==> config.mk <==
export PLATFORM = sky130hd
export DESIGN_NAME = pixel_unpacker_flat
export DESIGN_NICKNAME = d
export VERILOG_FILES = /design/src/hdl/tv_input_pkg.sv /design/src/hdl/pixel_link_if.sv /design/src/hdl/pixel_unpacker.sv /design/src/hdl/sync_2ff.sv /design/src/flat_wrapper.sv
export SDC_FILE = /design/constraint.sdc
export NUM_CORES = 1
export LEC_CHECK = 0
export BUFFER_PORTS_ARGS = -buffer_cell sky130_fd_sc_hd__buf_2
export CAP_MARGIN = 0
export CORE_UTILIZATION = 30
export DETAILED_ROUTE_END_ITERATION = 8
export GPL_TIMING_DRIVEN = 0
export MAX_ROUTING_LAYER = met4
export PLACE_DENSITY = 0.45
export SLEW_MARGIN = 25
export SYNTH_ARGS = -nofsm -noshare
export SYNTH_HDL_FRONTEND = slang
export SYNTH_SLANG_ARGS = --single-unit
export TNS_END_PERCENT = 50
==> constraint.sdc <==
create_clock -name clk_i -period 2.6 [get_ports clk_i]
set_input_delay 0.39 -clock clk_i [delete_from_list [all_inputs] [get_ports clk_i]]
set_output_delay 0.39 -clock clk_i [all_outputs]
set_load 0.005 [all_outputs]
==> src/hdl/tv_input_pkg.sv <==
// shared constants, types and mapping functions of the pixel input link
package tv_input_pkg;

   // ------------------------------------------------------------------
   // link widths
   // ------------------------------------------------------------------
   localparam int DATA_W = 24;
   localparam int WORD_W = 12;

   // ------------------------------------------------------------------
   // input format codes and channel order codes
   // ------------------------------------------------------------------
   localparam logic [2:0] FMT_RGB24       = 3'h0;
   localparam logic [2:0] FMT_MUX_RGB12   = 3'h0;
   localparam logic [2:0] FMT_RGB555      = 3'h4;
   localparam logic [2:0] FMT_YC422       = 3'h5;
   localparam logic [2:0] FMT_YC444       = 3'h6;
   localparam logic [2:0] ORDER_PACKED    = 3'h6;
   localparam logic [2:0] ORDER_SPLIT_GRN = 3'h7;
   localparam logic [2:0] PAD_ONES        = 3'h7;

   // ------------------------------------------------------------------
   // embedded sync run-in code
   // ------------------------------------------------------------------
   localparam logic [23:0] RUNIN_PREFIX = 24'hFF0000;

   // ------------------------------------------------------------------
   // controller register map
   // ------------------------------------------------------------------
   localparam logic [7:0]  OFF_CTRL        = 8'h00;
   localparam logic [7:0]  OFF_PIXEL       = 8'h04;
   localparam logic [7:0]  OFF_LINE        = 8'h08;
   localparam logic [7:0]  OFF_BLANK       = 8'h0C;
   localparam logic [7:0]  OFF_STATUS      = 8'h10;
   localparam int          CTRL_RUN_BIT    = 0;
   localparam int          CTRL_MUX_BIT    = 1;
   localparam int          STAT_PEND_BIT   = 0;
   localparam int          STAT_PAIR_BIT   = 1;
   localparam logic [1:0]  CTRL_RESET      = 2'h0;
   localparam logic [23:0] BLANK_RESET     = 24'h000000;

   // ------------------------------------------------------------------
   // timing
   // ------------------------------------------------------------------
   localparam int CLK_PERIOD_NS    = 10;
   localparam int LINK_PERIOD_NS   = 80;
   localparam int LINK_HALF_CYCLES = LINK_PERIOD_NS / (2 * CLK_PERIOD_NS);

   typedef enum logic {WORD_A = 1'b0, WORD_B = 1'b1} word_phase_t;

   // ------------------------------------------------------------------
   // mapping helpers
   // ------------------------------------------------------------------
   function automatic logic [7:0] bitrev8(input logic [7:0] v);
      logic [7:0] r;
      for (int i = 0; i < 8; i++) begin
         r[i] = v[7 - i];
      end
      return r;
   endfunction

   function automatic logic [7:0] rev_if(input logic [7:0] v, input logic rev);
      return rev ? bitrev8(v) : v;
   endfunction

   // five data bits padded with ones; reversal flips the data bits and keeps the ones at the low end
   function automatic logic [7:0] pad5(input logic [4:0] f, input logic rev);
      return rev ? bitrev8({PAD_ONES, f}) : {f, PAD_ONES};
   endfunction

   // fields x0,x1,x2 in bus order; result is {c0,c1,c2} = {R,G,B} or {Y,Cr,Cb}
   function automatic logic [23:0] permute(input logic [7:0] x0, input logic [7:0] x1,
                                           input logic [7:0] x2, input logic [2:0] order);
      case (order)
         3'h1:    return {x0, x2, x1};
         3'h2:    return {x1, x0, x2};
         3'h3:    return {x2, x0, x1};
         3'h4:    return {x1, x2, x0};
         3'h5:    return {x2, x1, x0};
         default: return {x0, x1, x2};
      endcase
   endfunction

endpackage

==> src/hdl/pixel_link_if.sv <==
// pixel bus between the graphics controller and the encoder input
`timescale 1ns/1ps
interface pixel_link_if;
   logic        input_pixel_clock;
   logic        hsync;
   logic [23:0] data;

   modport device (input input_pixel_clock, input hsync, input data);
   modport source (output input_pixel_clock, output hsync, output data);
endinterface

==> src/hdl/pixel_unpacker.sv <==
// encoder-side input pixel unpacker
// --------------------------------------------------------------------
// Behaviour
// - multiplex select 0 unitary, 1 two-word
// - RGB555 default takes 20:16, 12:8, 4:0
// - order 110 packs fields contiguously
// - order 111 green from D14 and 11:8
// - orders 001-101 permute colour components
// - reversal flips data bits, ones stay at low end
// - upper alignment takes 23:19, 15:11, 7:3
// - 4:2:2 order bit0 swaps luma, chroma bytes
// - 4:2:2 reversal flips luma and chroma bytes
// - 4:2:2 upper alignment uses D[23:8]
// - 4:4:4 order codes select byte order
// - 4:4:4 reversal flips each byte
// - muxed RGB12 split over two words
// - muxed 8-bit 4:2:2 ordered and reversed
// - first chroma Cr when order select 0
// - two words per pixel make one pixel
// - word after hsync edge is first word
// - controller sends Cb Y Cr Y co-sited
// - controller blanks with 0 or 16/128
// - run-in code realigns off-by-one pairs
// --------------------------------------------------------------------
`timescale 1ns/1ps
module pixel_unpacker
   import tv_input_pkg::*;
(
   input  wire logic        clk_i,
   input  wire logic        rst_n_i,
   pixel_link_if.device     link,
   input  wire logic        multiplex_i,
   input  wire logic [2:0]  input_format_select_i,
   input  wire logic [2:0]  channel_order_i,
   input  wire logic        bit_reverse_i,
   input  wire logic        upper_align_i,
   input  wire logic        chroma_order_select_i,
   input  wire logic        embedded_sync_i,
   output logic      [23:0] pixel_o,
   output logic             pixel_valid_o
);

   // ------------------------------------------------------------------
   // pin sampling
   // ------------------------------------------------------------------
   logic                s_clk;
   logic                s_hs;
   logic [DATA_W-1:0]   s_d;
   logic                clk_prev;
   logic                link_edge;

   // pins change well away from the link rising edge, so one bundle
   // synchroniser keeps clock, sync and data aligned
   sync_2ff #(
      .W (DATA_W + 2)
   ) u_sync (
      .clk_i   (clk_i),
      .rst_n_i (rst_n_i),
      .d_i     ({link.input_pixel_clock, link.hsync, link.data}),
      .q_o     ({s_clk, s_hs, s_d})
   );

   assign link_edge = s_clk & ~clk_prev;

   // ------------------------------------------------------------------
   // unitary decode
   // ------------------------------------------------------------------
   logic [4:0]  f0;
   logic [4:0]  f1;
   logic [4:0]  f2;
   logic [15:0] yc_word;
   logic [23:0] uni_pix;
   logic [7:0]  uni_luma;
   logic [7:0]  uni_chroma;
   logic [23:0] yc444;

   always_comb begin
      if (upper_align_i) begin
         f0 = s_d[23:19];
         f1 = s_d[15:11];
         f2 = s_d[7:3];
      end else begin
         case (channel_order_i)
            ORDER_PACKED: begin
               f0 = s_d[14:10];
               f1 = s_d[9:5];
               f2 = s_d[4:0];
            end
            ORDER_SPLIT_GRN: begin
               f0 = s_d[20:16];
               f1 = {s_d[14], s_d[11:8]};
               f2 = s_d[4:0];
            end
            default: begin
               f0 = s_d[20:16];
               f1 = s_d[12:8];
               f2 = s_d[4:0];
            end
         endcase
      end
      yc_word    = upper_align_i ? s_d[23:8] : s_d[15:0];
      uni_luma   = rev_if(channel_order_i[0] ? yc_word[7:0] : yc_word[15:8],
                          bit_reverse_i);
      uni_chroma = rev_if(channel_order_i[0] ? yc_word[15:8] : yc_word[7:0],
                          bit_reverse_i);
      yc444      = permute(rev_if(s_d[23:16], bit_reverse_i),
                           rev_if(s_d[15:8], bit_reverse_i),
                           rev_if(s_d[7:0], bit_reverse_i),
                           channel_order_i);
      case (input_format_select_i)
         FMT_RGB555: uni_pix = permute(pad5(f0, bit_reverse_i), pad5(f1, bit_reverse_i),
                                       pad5(f2, bit_reverse_i), channel_order_i);
         FMT_YC444:  uni_pix = {yc444[23:16], yc444[7:0], yc444[15:8]};
         FMT_RGB24:  uni_pix = yc444;
         default:    uni_pix = s_d;
      endcase
   end

   // ------------------------------------------------------------------
   // word pairing, realignment and pixel register
   // ------------------------------------------------------------------
   word_phase_t        phase;
   word_phase_t        next_phase;
   logic [WORD_W-1:0]  word_a;
   logic [WORD_W-1:0]  next_word_a;
   logic [23:0]        hist;
   logic [23:0]        next_hist;
   logic               hs_prev;
   logic               next_hs_prev;
   logic               chroma_ph;
   logic               next_chroma_ph;
   logic [7:0]         cb_hold;
   logic [7:0]         next_cb_hold;
   logic [7:0]         cr_hold;
   logic [7:0]         next_cr_hold;
   logic [23:0]        next_pixel;
   logic               next_valid;
   logic               emit;
   logic               emit_yc;
   logic [7:0]         e_luma;
   logic [7:0]         e_chroma;
   logic [23:0]        e_pix;
   logic               runin_hit;
   logic [7:0]         mux_a;
   logic [7:0]         mux_b;

   always_comb begin
      next_phase     = phase;
      next_word_a    = word_a;
      next_hist      = hist;
      next_hs_prev   = hs_prev;
      next_chroma_ph = chroma_ph;
      next_cb_hold   = cb_hold;
      next_cr_hold   = cr_hold;
      next_pixel     = pixel_o;
      next_valid     = 1'b0;
      emit           = 1'b0;
      emit_yc        = 1'b0;
      e_luma         = uni_luma;
      e_chroma       = uni_chroma;
      e_pix          = uni_pix;
      mux_a          = rev_if(word_a[7:0], bit_reverse_i);
      mux_b          = rev_if(s_d[7:0], bit_reverse_i);
      runin_hit      = multiplex_i && embedded_sync_i &&
                       (input_format_select_i == FMT_YC422) && (hist == RUNIN_PREFIX);
      if (link_edge) begin
         next_hs_prev = s_hs;
         next_hist    = {hist[15:0], s_d[7:0]};
         if (s_hs && !hs_prev) begin
            // the sync word is dropped; the next word opens a pixel
            next_phase     = WORD_A;
            next_chroma_ph = 1'b0;
         end else if (!multiplex_i) begin
            emit    = 1'b1;
            emit_yc = (input_format_select_i == FMT_YC422);
         end else if (runin_hit) begin
            // status word of the run-in code; a pair starts after it
            next_phase = WORD_A;
         end else if (phase == WORD_A) begin
            next_word_a = s_d[WORD_W-1:0];
            next_phase  = WORD_B;
         end else begin
            next_phase = WORD_A;
            emit       = 1'b1;
            if (input_format_select_i == FMT_YC422) begin
               emit_yc  = 1'b1;
               e_luma   = channel_order_i[0] ? mux_a : mux_b;
               e_chroma = channel_order_i[0] ? mux_b : mux_a;
            end else if (input_format_select_i == FMT_MUX_RGB12) begin
               e_pix = {s_d[11:4], s_d[3:0], word_a[11:8], word_a[7:0]};
            end else begin
               e_pix = {s_d[WORD_W-1:0], word_a};
            end
         end
      end
      if (emit) begin
         next_valid = 1'b1;
         if (emit_yc) begin
            if (chroma_ph ^ chroma_order_select_i) begin
               next_cb_hold = e_chroma;
            end else begin
               next_cr_hold = e_chroma;
            end
            next_chroma_ph = ~chroma_ph;
            next_pixel     = {e_luma, next_cb_hold, next_cr_hold};
         end else begin
            next_pixel = e_pix;
         end
      end
   end

   always_ff @(posedge clk_i or negedge rst_n_i) begin
      if (!rst_n_i) begin
         clk_prev      <= 1'b0;
         phase         <= WORD_A;
         word_a        <= '0;
         hist          <= '0;
         hs_prev       <= 1'b0;
         chroma_ph     <= 1'b0;
         cb_hold       <= '0;
         cr_hold       <= '0;
         pixel_o       <= '0;
         pixel_valid_o <= 1'b0;
      end else begin
         clk_prev      <= s_clk;
         phase         <= next_phase;
         word_a        <= next_word_a;
         hist          <= next_hist;
         hs_prev       <= next_hs_prev;
         chroma_ph     <= next_chroma_ph;
         cb_hold       <= next_cb_hold;
         cr_hold       <= next_cr_hold;
         pixel_o       <= next_pixel;
         pixel_valid_o <= next_valid;
      end
   end

endmodule // pixel_unpacker

==> src/hdl/sync_2ff.sv <==
// two-flop synchroniser for a bundle of pins
`timescale 1ns/1ps
module sync_2ff #(
   parameter int W = 1
) (
   input  wire logic         clk_i,
   input  wire logic         rst_n_i,
   input  wire logic [W-1:0] d_i,
   output logic      [W-1:0] q_o
);
   logic [W-1:0] meta;
   logic [W-1:0] next_meta;
   logic [W-1:0] next_q;

   always_comb begin
      next_meta = d_i;
      next_q    = meta;
   end

   always_ff @(posedge clk_i or negedge rst_n_i) begin
      if (!rst_n_i) begin
         meta <= '0;
         q_o  <= '0;
      end else begin
         meta <= next_meta;
         q_o  <= next_q;
      end
   end
endmodule // sync_2ff

==> src/flat_wrapper.sv <==
// flat-port wrapper written by rule: the top's interface ports become plain ports
module pixel_unpacker_flat import tv_input_pkg::*;
  (clk_i, rst_n_i, multiplex_i, input_format_select_i, channel_order_i, bit_reverse_i, upper_align_i, chroma_order_select_i, embedded_sync_i, pixel_o, pixel_valid_o, link_input_pixel_clock, link_hsync, link_data);
  pixel_link_if link_i ();
  input  wire logic clk_i;
  input  wire logic rst_n_i;
  input  wire logic multiplex_i;
  input  wire logic [2:0] input_format_select_i;
  input  wire logic [2:0] channel_order_i;
  input  wire logic bit_reverse_i;
  input  wire logic upper_align_i;
  input  wire logic chroma_order_select_i;
  input  wire logic embedded_sync_i;
  output logic      [23:0] pixel_o;
  output logic pixel_valid_o;
  input wire logic [$bits(link_i.input_pixel_clock)-1:0] link_input_pixel_clock;
  input wire logic [$bits(link_i.hsync)-1:0] link_hsync;
  input wire logic [$bits(link_i.data)-1:0] link_data;
  assign link_i.input_pixel_clock = link_input_pixel_clock;
  assign link_i.hsync = link_hsync;
  assign link_i.data = link_data;
  pixel_unpacker u_core (.clk_i(clk_i), .rst_n_i(rst_n_i), .link(link_i), .multiplex_i(multiplex_i), .input_format_select_i(input_format_select_i), .channel_order_i(channel_order_i), .bit_reverse_i(bit_reverse_i), .upper_align_i(upper_align_i), .chroma_order_select_i(chroma_order_select_i), .embedded_sync_i(embedded_sync_i), .pixel_o(pixel_o), .pixel_valid_o(pixel_valid_o));
endmodule
# ---- Word-level counts from Yosys, hierarchy flattened
# Index checks and enable logic that the tools add are counted.
dict set report classes {
  n_shift 0
  bitwise 7
  n_reduce_logical 10
  n_div 0
  mul 0
  magnitude_cmp 0
  n_eq_ne 11
  addsub 0
  mux 63
}
# op n
set ops {}
lappend ops {{one-hot mux 24 bit (5 select lines)} 2}
lappend ops {{2-to-1 mux 8 bit} 27}
lappend ops {{2-to-1 mux 24 bit} 7}
lappend ops {{one-hot mux 24 bit (3 select lines)} 1}
lappend ops {{== test 24 bit (second input constant)} 1}
lappend ops {{== test 3 bit (second input constant)} 7}
lappend ops {{2-to-1 mux 1 bit} 20}
lappend ops {{2-to-1 mux 5 bit} 4}
lappend ops {{2-to-1 mux 16 bit} 1}
lappend ops {{one-hot mux 5 bit (2 select lines)} 1}
lappend ops {{== test 3 x 2 -> 1 bit (second input constant)} 2}
lappend ops {{inverter 1 bit} 5}
lappend ops {{AND reduction 5 bit} 1}
lappend ops {{logical AND 1 bit} 4}
lappend ops {{AND reduction 2 bit} 2}
lappend ops {{== test 3 x 1 -> 1 bit (second input constant)} 1}
lappend ops {{zero test 3 bit} 1}
lappend ops {{nonzero test 2 bit} 1}
lappend ops {{AND 1 bit} 1}
lappend ops {{zero test 1 bit} 1}
lappend ops {{XOR 1 bit} 1}
dict set report totals {
  romBits 0
  ff_bits 133
  inputBits 39
  output_inout_bits 25
  latch_bits 0
  elab_cells 103
  memories 0
  ram_bits 0
}

# ---- Depth between registers and ports, before layout
dict set report depth {
  ltp_word 13
  mapped_depth 10
  mapped_depth_nobuf 8
}

# ---- Hierarchy
# Synthesis repeated with hierarchy kept, for this count alone.
dict set report hier_totals {
  hier_cells 972
  hier_area_um2 8654.6
}
# module seq_area_each_um2 area_per_inst_um2 cells_per_inst n_inst
set by_module_without_submodules {}
lappend by_module_without_submodules {pixel_unpacker 2026.9 7353.3 920 1}
lappend by_module_without_submodules {sync_2ff 1301.2 1301.2 52 1}

# ---- Worst setup path after synthesis
# OpenSTA, ideal clock, no wires.
dict set report synth_path {
  kind {reg2reg}
  start {register u_core.hist[12]}
  end {register u_core.word_a[1]}
  setup_slack_ps 183
  n_path_buf 1
  synth_period_minus_slack_ps 2417
  arrival_ps 2292
  path_stages_with_launch 6
  required_time_ps 2475
  setup_time_ps 125
  cell_sequence {dfrtp_1 or4b_4 or4_4 o21ai_2 buf_2 mux2_2}
}
dict set report synth_between {
  elab_chain_len 4
}
# element line_no
set synth_lines {}
lappend synth_lines {{start, declared} pixel_unpacker.sv:126} ;# logic [23:0] hist;
lappend synth_lines {{start signal, assigned} pixel_unpacker.sv:228} ;# hist <= next_hist;
lappend synth_lines {{== test 24 bit} pixel_unpacker.sv:165} ;# (input_format_select_i == FMT_YC422) && (hist == RUNIN_PREFIX);
lappend synth_lines {{logical AND 1 bit} pixel_unpacker.sv:165}
lappend synth_lines {{inverter 1 bit (no line)} -}
lappend synth_lines {{AND reduction 5 bit (no line)} -}
lappend synth_lines {{end signal, assigned} pixel_unpacker.sv:227} ;# word_a <= next_word_a;
lappend synth_lines {{end, declared} pixel_unpacker.sv:124} ;# logic [WORD_W-1:0] word_a;
# Every way passes these cells.
# A chain may end at the register's enable or synchronous reset.

# ---- Worst setup path after layout
dict set report layout_path {
  start {input port upper_align_i}
  end {register u_core.pixel_o[14]}
}
dict set report layout_between {
  elab_chain_len 11
  elab_cells_between_ends 25
  cone_classes {mux: 25}
}
# element line_no
set layout_lines {}
lappend layout_lines {{start, declared} flat_wrapper.sv:11} ;# input wire logic upper_align_i;
lappend layout_lines {{2-to-1 mux 5 bit / 2-to-1 mux 16 bit (equally long branches)} {pixel_unpacker.sv:78, pixel_unpacker.sv:101}}
lappend layout_lines {{2-to-1 mux 8 bit (on tied branches)} {tv_input_pkg.sv:68, pixel_unpacker.sv:104}}
lappend layout_lines {{one-hot mux 24 bit (5 select lines) / 2-to-1 mux 8 bit (equally long branches)} {tv_input_pkg.sv:74, tv_input_pkg.sv:63}}
lappend layout_lines {{one-hot mux 24 bit (3 select lines) / 2-to-1 mux 8 bit (equally long branches)} {pixel_unpacker.sv:110, pixel_unpacker.sv:185}}
lappend layout_lines {{2-to-1 mux 24 bit / 2-to-1 mux 8 bit (equally long branches)} {pixel_unpacker.sv:185, pixel_unpacker.sv:179}}
lappend layout_lines {{2-to-1 mux 24 bit / 2-to-1 mux 8 bit (equally long branches)} {pixel_unpacker.sv:179, pixel_unpacker.sv:176}}
lappend layout_lines {{2-to-1 mux 24 bit / 2-to-1 mux 8 bit (equally long branches)} {pixel_unpacker.sv:176, pixel_unpacker.sv:173}}
lappend layout_lines {{2-to-1 mux 24 bit / 2-to-1 mux 8 bit (equally long branches)} {pixel_unpacker.sv:173, pixel_unpacker.sv:169}}
lappend layout_lines {{2-to-1 mux 24 bit / 2-to-1 mux 8 bit (equally long branches)} {pixel_unpacker.sv:169, pixel_unpacker.sv:166}}
lappend layout_lines {{2-to-1 mux 24 bit / 2-to-1 mux 8 bit (equally long branches)} {pixel_unpacker.sv:166, pixel_unpacker.sv:199}}
lappend layout_lines {{2-to-1 mux 24 bit (*)} pixel_unpacker.sv:198} ;# if (emit_yc) begin
lappend layout_lines {{end signal, assigned} pixel_unpacker.sv:233} ;# pixel_o <= next_pixel;
lappend layout_lines {{end, declared} pixel_unpacker.sv:39} ;# output logic [23:0] pixel_o,
# Mark *: on every way between the ends. The rest lies on a longest branch, timed or not.

==> results.yml <==
yosys:
  synth_cell_types: 70
  synth_edf_count: 0
  synthesis.area_um2: 8550
  ys_seq_area_share_pct: 38.9
  synth-seq-cells: 133
  synth_nets: 988
  yosys_warnings: 0
  ys.flop_type: "dfrtp_1"
  synth.avg_cell_area_um2: 9.01
  async_reset_ff_share_pct: 100
  synth_cells: 949
setup_path:
  cp-end-kind: "register"
  path_class: "in -> reg"
  cp_cell_sequence: "buf_2, buf_1, mux2i_1, mux2i_1, o31ai_1, o22ai_1, a211oi_1, o311ai_2, o221a_2"
  reg2reg_slack_ps: -20
  slowest_stage: "buf_1"
  cp_top_family: "compound AO/OA/AOI/OAI gates"
  critPathMaxFanout: 10
  crit_arrival_ps: 2950
  crit-reg2reg-launch: "u_core.u_sync.q_o[6]"
  worstPathRequired_ps: 2920
  startpoint: "upper_align_i"
  crit_buf_inv: 2
  r2r-end: "u_core.pixel_o[14]"
  crit_path_start_kind: "input port"
  crit_end: "u_core.pixel_o[14]"
  cpMostUsedCell: "mux2i_1"
  cp.depth: 9
  cpPeakStageDelay_ps: 520
  r2r_cells: 8
cells_and_area:
  area_growth_pct: 21.7
  final_cell_area_um2: 10400
  final_cells: 1441
  antenna_cells: 0
  fillers: 2969
  register_area_um2: 3330
  final_util_pct: 37.3
  nets: 1089
  multi_input_area_um2: 5020
  drive_gt1_share_pct: 26.6
power_and_ir_drop:
  p_switching_mw: 2.46
  internal_power_mw: 4.59
  finalPower_mw: 7.05
  vdd_drop_max_uv: 392
  p_clk_share_pct: 36.3
  p_leak_nw: 4.48
  p_per_area_nw_per_um2: 677
  p_sw_share_pct: 34.9
  combPwrFrac_pct: 25.2
  seqPwrFrac_pct: 38.4
floorplanning:
  die_x_um: 171
  initial_core_util_pct: 30.6
  die_area_um2: 29200
  ios: 64
  dieHeight_um: 171
  fp.coreArea_um2: 27900
  num_rows: 61
drt:
  remaining_drc_errors: 0
  initialDrtViolationCount: 791
  via_per_inst: 5.81
  route.vias.total: 8371
  wl_per_cell_um: 25.7
  antenna_left: 0
  wl_um: 37000
  drt_first_pass_iters: 6
sta:
  setup_slack_ps: -28.4
  post-route-min-period_ps: 2630
  finalHoldViolCount: 0
  whs_ps: 56.4
  min_period_over_period_pct: 101
  rsz0062_at_grt: "yes"
  final-setup-viol-count: 1
  maxSlewHeadroom_pct: 26.5
  fmax_mhz: 380
  fin_worst_skew_ps: 20.7
  tightest_slew_ps: 1100
  slew_viol_final: 0
run:
  cap_violations: 0
clocking:
  ctsHtreeMaxLevel: 4
  cts_inserted_buffers: 17
  path_clk_slew_ps: 70
  cts_tree: "done"
  cts_buffer_depth: 2
  cts_root_buf: "clkbuf_16"
  insertion_delay_ps: 430
  clock_sinks: 133
global_route:
  grt_max_degree: 75
  grt_pass1_vias: 8297
  grt_first_pass_wirelength_um: 54500
  grt.total_usage_pct: 26.9
  antenna_found_initial: 0
  grt_overflow_total: 0
placement:
  placed_area_um2: 9360
  port_buffers: 58
  dpl.hpwl_um: 26800
  gp_congestion: 0.987
  place_inst: 1386
outcome:
  status: "finished with violations"
  failed_checks: "negative setup slack"
worst_hold_path:
  min_path_type: "in -> reg"
## Yosys cell counts (4+ instances only)
library cell | n | area [um2]
a2111oi_0 | 6 | 52.6
a211oi_1 | 29 | 218
a21oi_1 | 61 | 305
a221oi_1 | 4 | 35.0
a31oi_1 | 5 | 31.3
a32oi_1 | 5 | 43.8
buf_1 | 10 | 37.5
buf_2 | 24 | 120
clkbuf_1 | 44 | 165
dfrtp_1 | 133 | 3330
inv_1 | 11 | 41.3
mux2_2 | 52 | 586
mux2i_1 | 71 | 711
mux4_2 | 15 | 338
nand2_1 | 152 | 571
nand2b_1 | 9 | 56.3
nand3_1 | 16 | 80.1
nand4_1 | 10 | 62.6
nor2_1 | 95 | 357
nor2b_1 | 6 | 37.5
nor3_1 | 11 | 55.1
o211ai_1 | 28 | 210
o21ai_0 | 40 | 200
o21ai_1 | 6 | 30.0
o221ai_1 | 4 | 35.0
o22ai_1 | 17 | 106
o31ai_1 | 8 | 60.1
o32ai_1 | 7 | 61.3
## worst min path at each step
| stage | startpoint | to | slack, ps | cells after the start |
|---|---|---|---|---|
| 6_report | link_data[5] | u_core.u_sync.meta[5] | 60 | 1 |
| 3_5_place_dp | u_core.u_sync.meta[15] | u_core.u_sync.q_o[15] | 330 | 0 |
| 2_1_floorplan | rst_n_i | u_core.cb_hold[0] | 90 | 0 |
| 5_1_grt | link_data[5] | u_core.u_sync.meta[5] | 40 | 1 |
| 3_3_place_gp | u_core.u_sync.meta[10] | u_core.u_sync.q_o[10] | 330 | 0 |
| 4_1_cts | link_data[5] | u_core.u_sync.meta[5] | 50 | 1 |
## worst reg2reg max path, stage by stage (launching register included)
cell and delay (ps):
dfrtp_1 380, clkbuf_2 270, mux2i_1 320, mux2i_1 270, o31ai_1 250, o22ai_1 120
a211oi_1 520, o311ai_2 220, o221a_2 160
## sequential cells by signal, indices dropped and copies added (netlist names)
| register | flops |
|---|---|
| u_core.u_sync.meta | 26 |
| u_core.u_sync.q_o | 26 |
| u_core.hist | 24 |
| u_core.pixel_o | 24 |
| u_core.word_a | 12 |
| u_core.cb_hold | 8 |
| u_core.cr_hold | 8 |
| u_core.chroma_ph | 1 |
| u_core.clk_prev | 1 |
| u_core.hs_prev | 1 |
| u_core.phase | 1 |
| u_core.pixel_valid_o | 1 |
## stage by stage
step	TNS, ps	setup slack, ps
floorplan	0	183
global placement	-138050	-995
detailed placement	-24940	-903
CTS	-16.4	-16.4
global route	-519	-93.0
finish	-28.4	-28.4
## per-layer routing
metal	up-vias	GRT usage [%]	wire (um)
met5	-	-	0
met4	0	12.1	1600
met3	91	5.39	3240
met2	424	40.1	16600
met1	4162	35.2	15600
li1	3694	-	-
## power groups by stage
stage / clock, mW / combinational, mW / sequential, mW
after CTS: 2.64 / 1.72 / 2.70
final: 2.56 / 1.78 / 2.71
after global routing: 2.73 / 1.94 / 2.74
after floorplan: 0 / 1.04 / 2.64
after detailed placement: 0 / 1.66 / 2.73
after global placement: 0 / 1.65 / 2.73
## layout make-up
type	instances	share of cell area [%]
Buffer	80	3.98
Tap cell	378	4.54
Sequential cell	133	32.0
Clock inverter	15	1.77
Inverter	14	0.505
Timing Repair Buffer	82	4.90
Clock buffer	17	4.09
Multi-Input combinational cell	722	48.2
## logic make-up after synthesis
group                     count (synthesis)  share of synthesized area [%]
muxes                                   138                           19.1
xor gates and xnor gates                  4                          0.410
and+or+nand+nor                         323                           16.7
DFF                                     133                           38.9
AOI/OAI and AO/OA                       257                           20.2
buffers and inverters                    94                           4.65
## placed cells by master (no fill, tap or decap), types with 8 or more instances in the layout
master	count
mux4_2	15
nand3_1	16
o31ai_1	8
clkbuf_1	20
clkbuf_16	17
nand2_1	151
clkbuf_4	10
nand2b_1	9
buf_2	76
nand4_1	10
clkbuf_2	18
o211ai_1	28
nor3_1	11
a211oi_1	21
o22ai_1	17
mux2_2	51
a21oi_1	57
inv_1	10
buf_4	24
nor2_1	92
o21ai_0	38
dfrtp_1	133
mux2i_1	66
## what timing repair did
action / CTS / global route
hold buffers: 1 / 0
cloned: 0 / 1
resized for setup: 52 / 44
pin swaps: 8 / 5
hold endpoints to repair: 73 / 0
setup endpoints to repair: 43 / 33
setup buffers: 11 / 10
(Power assumes the default switching activity.)
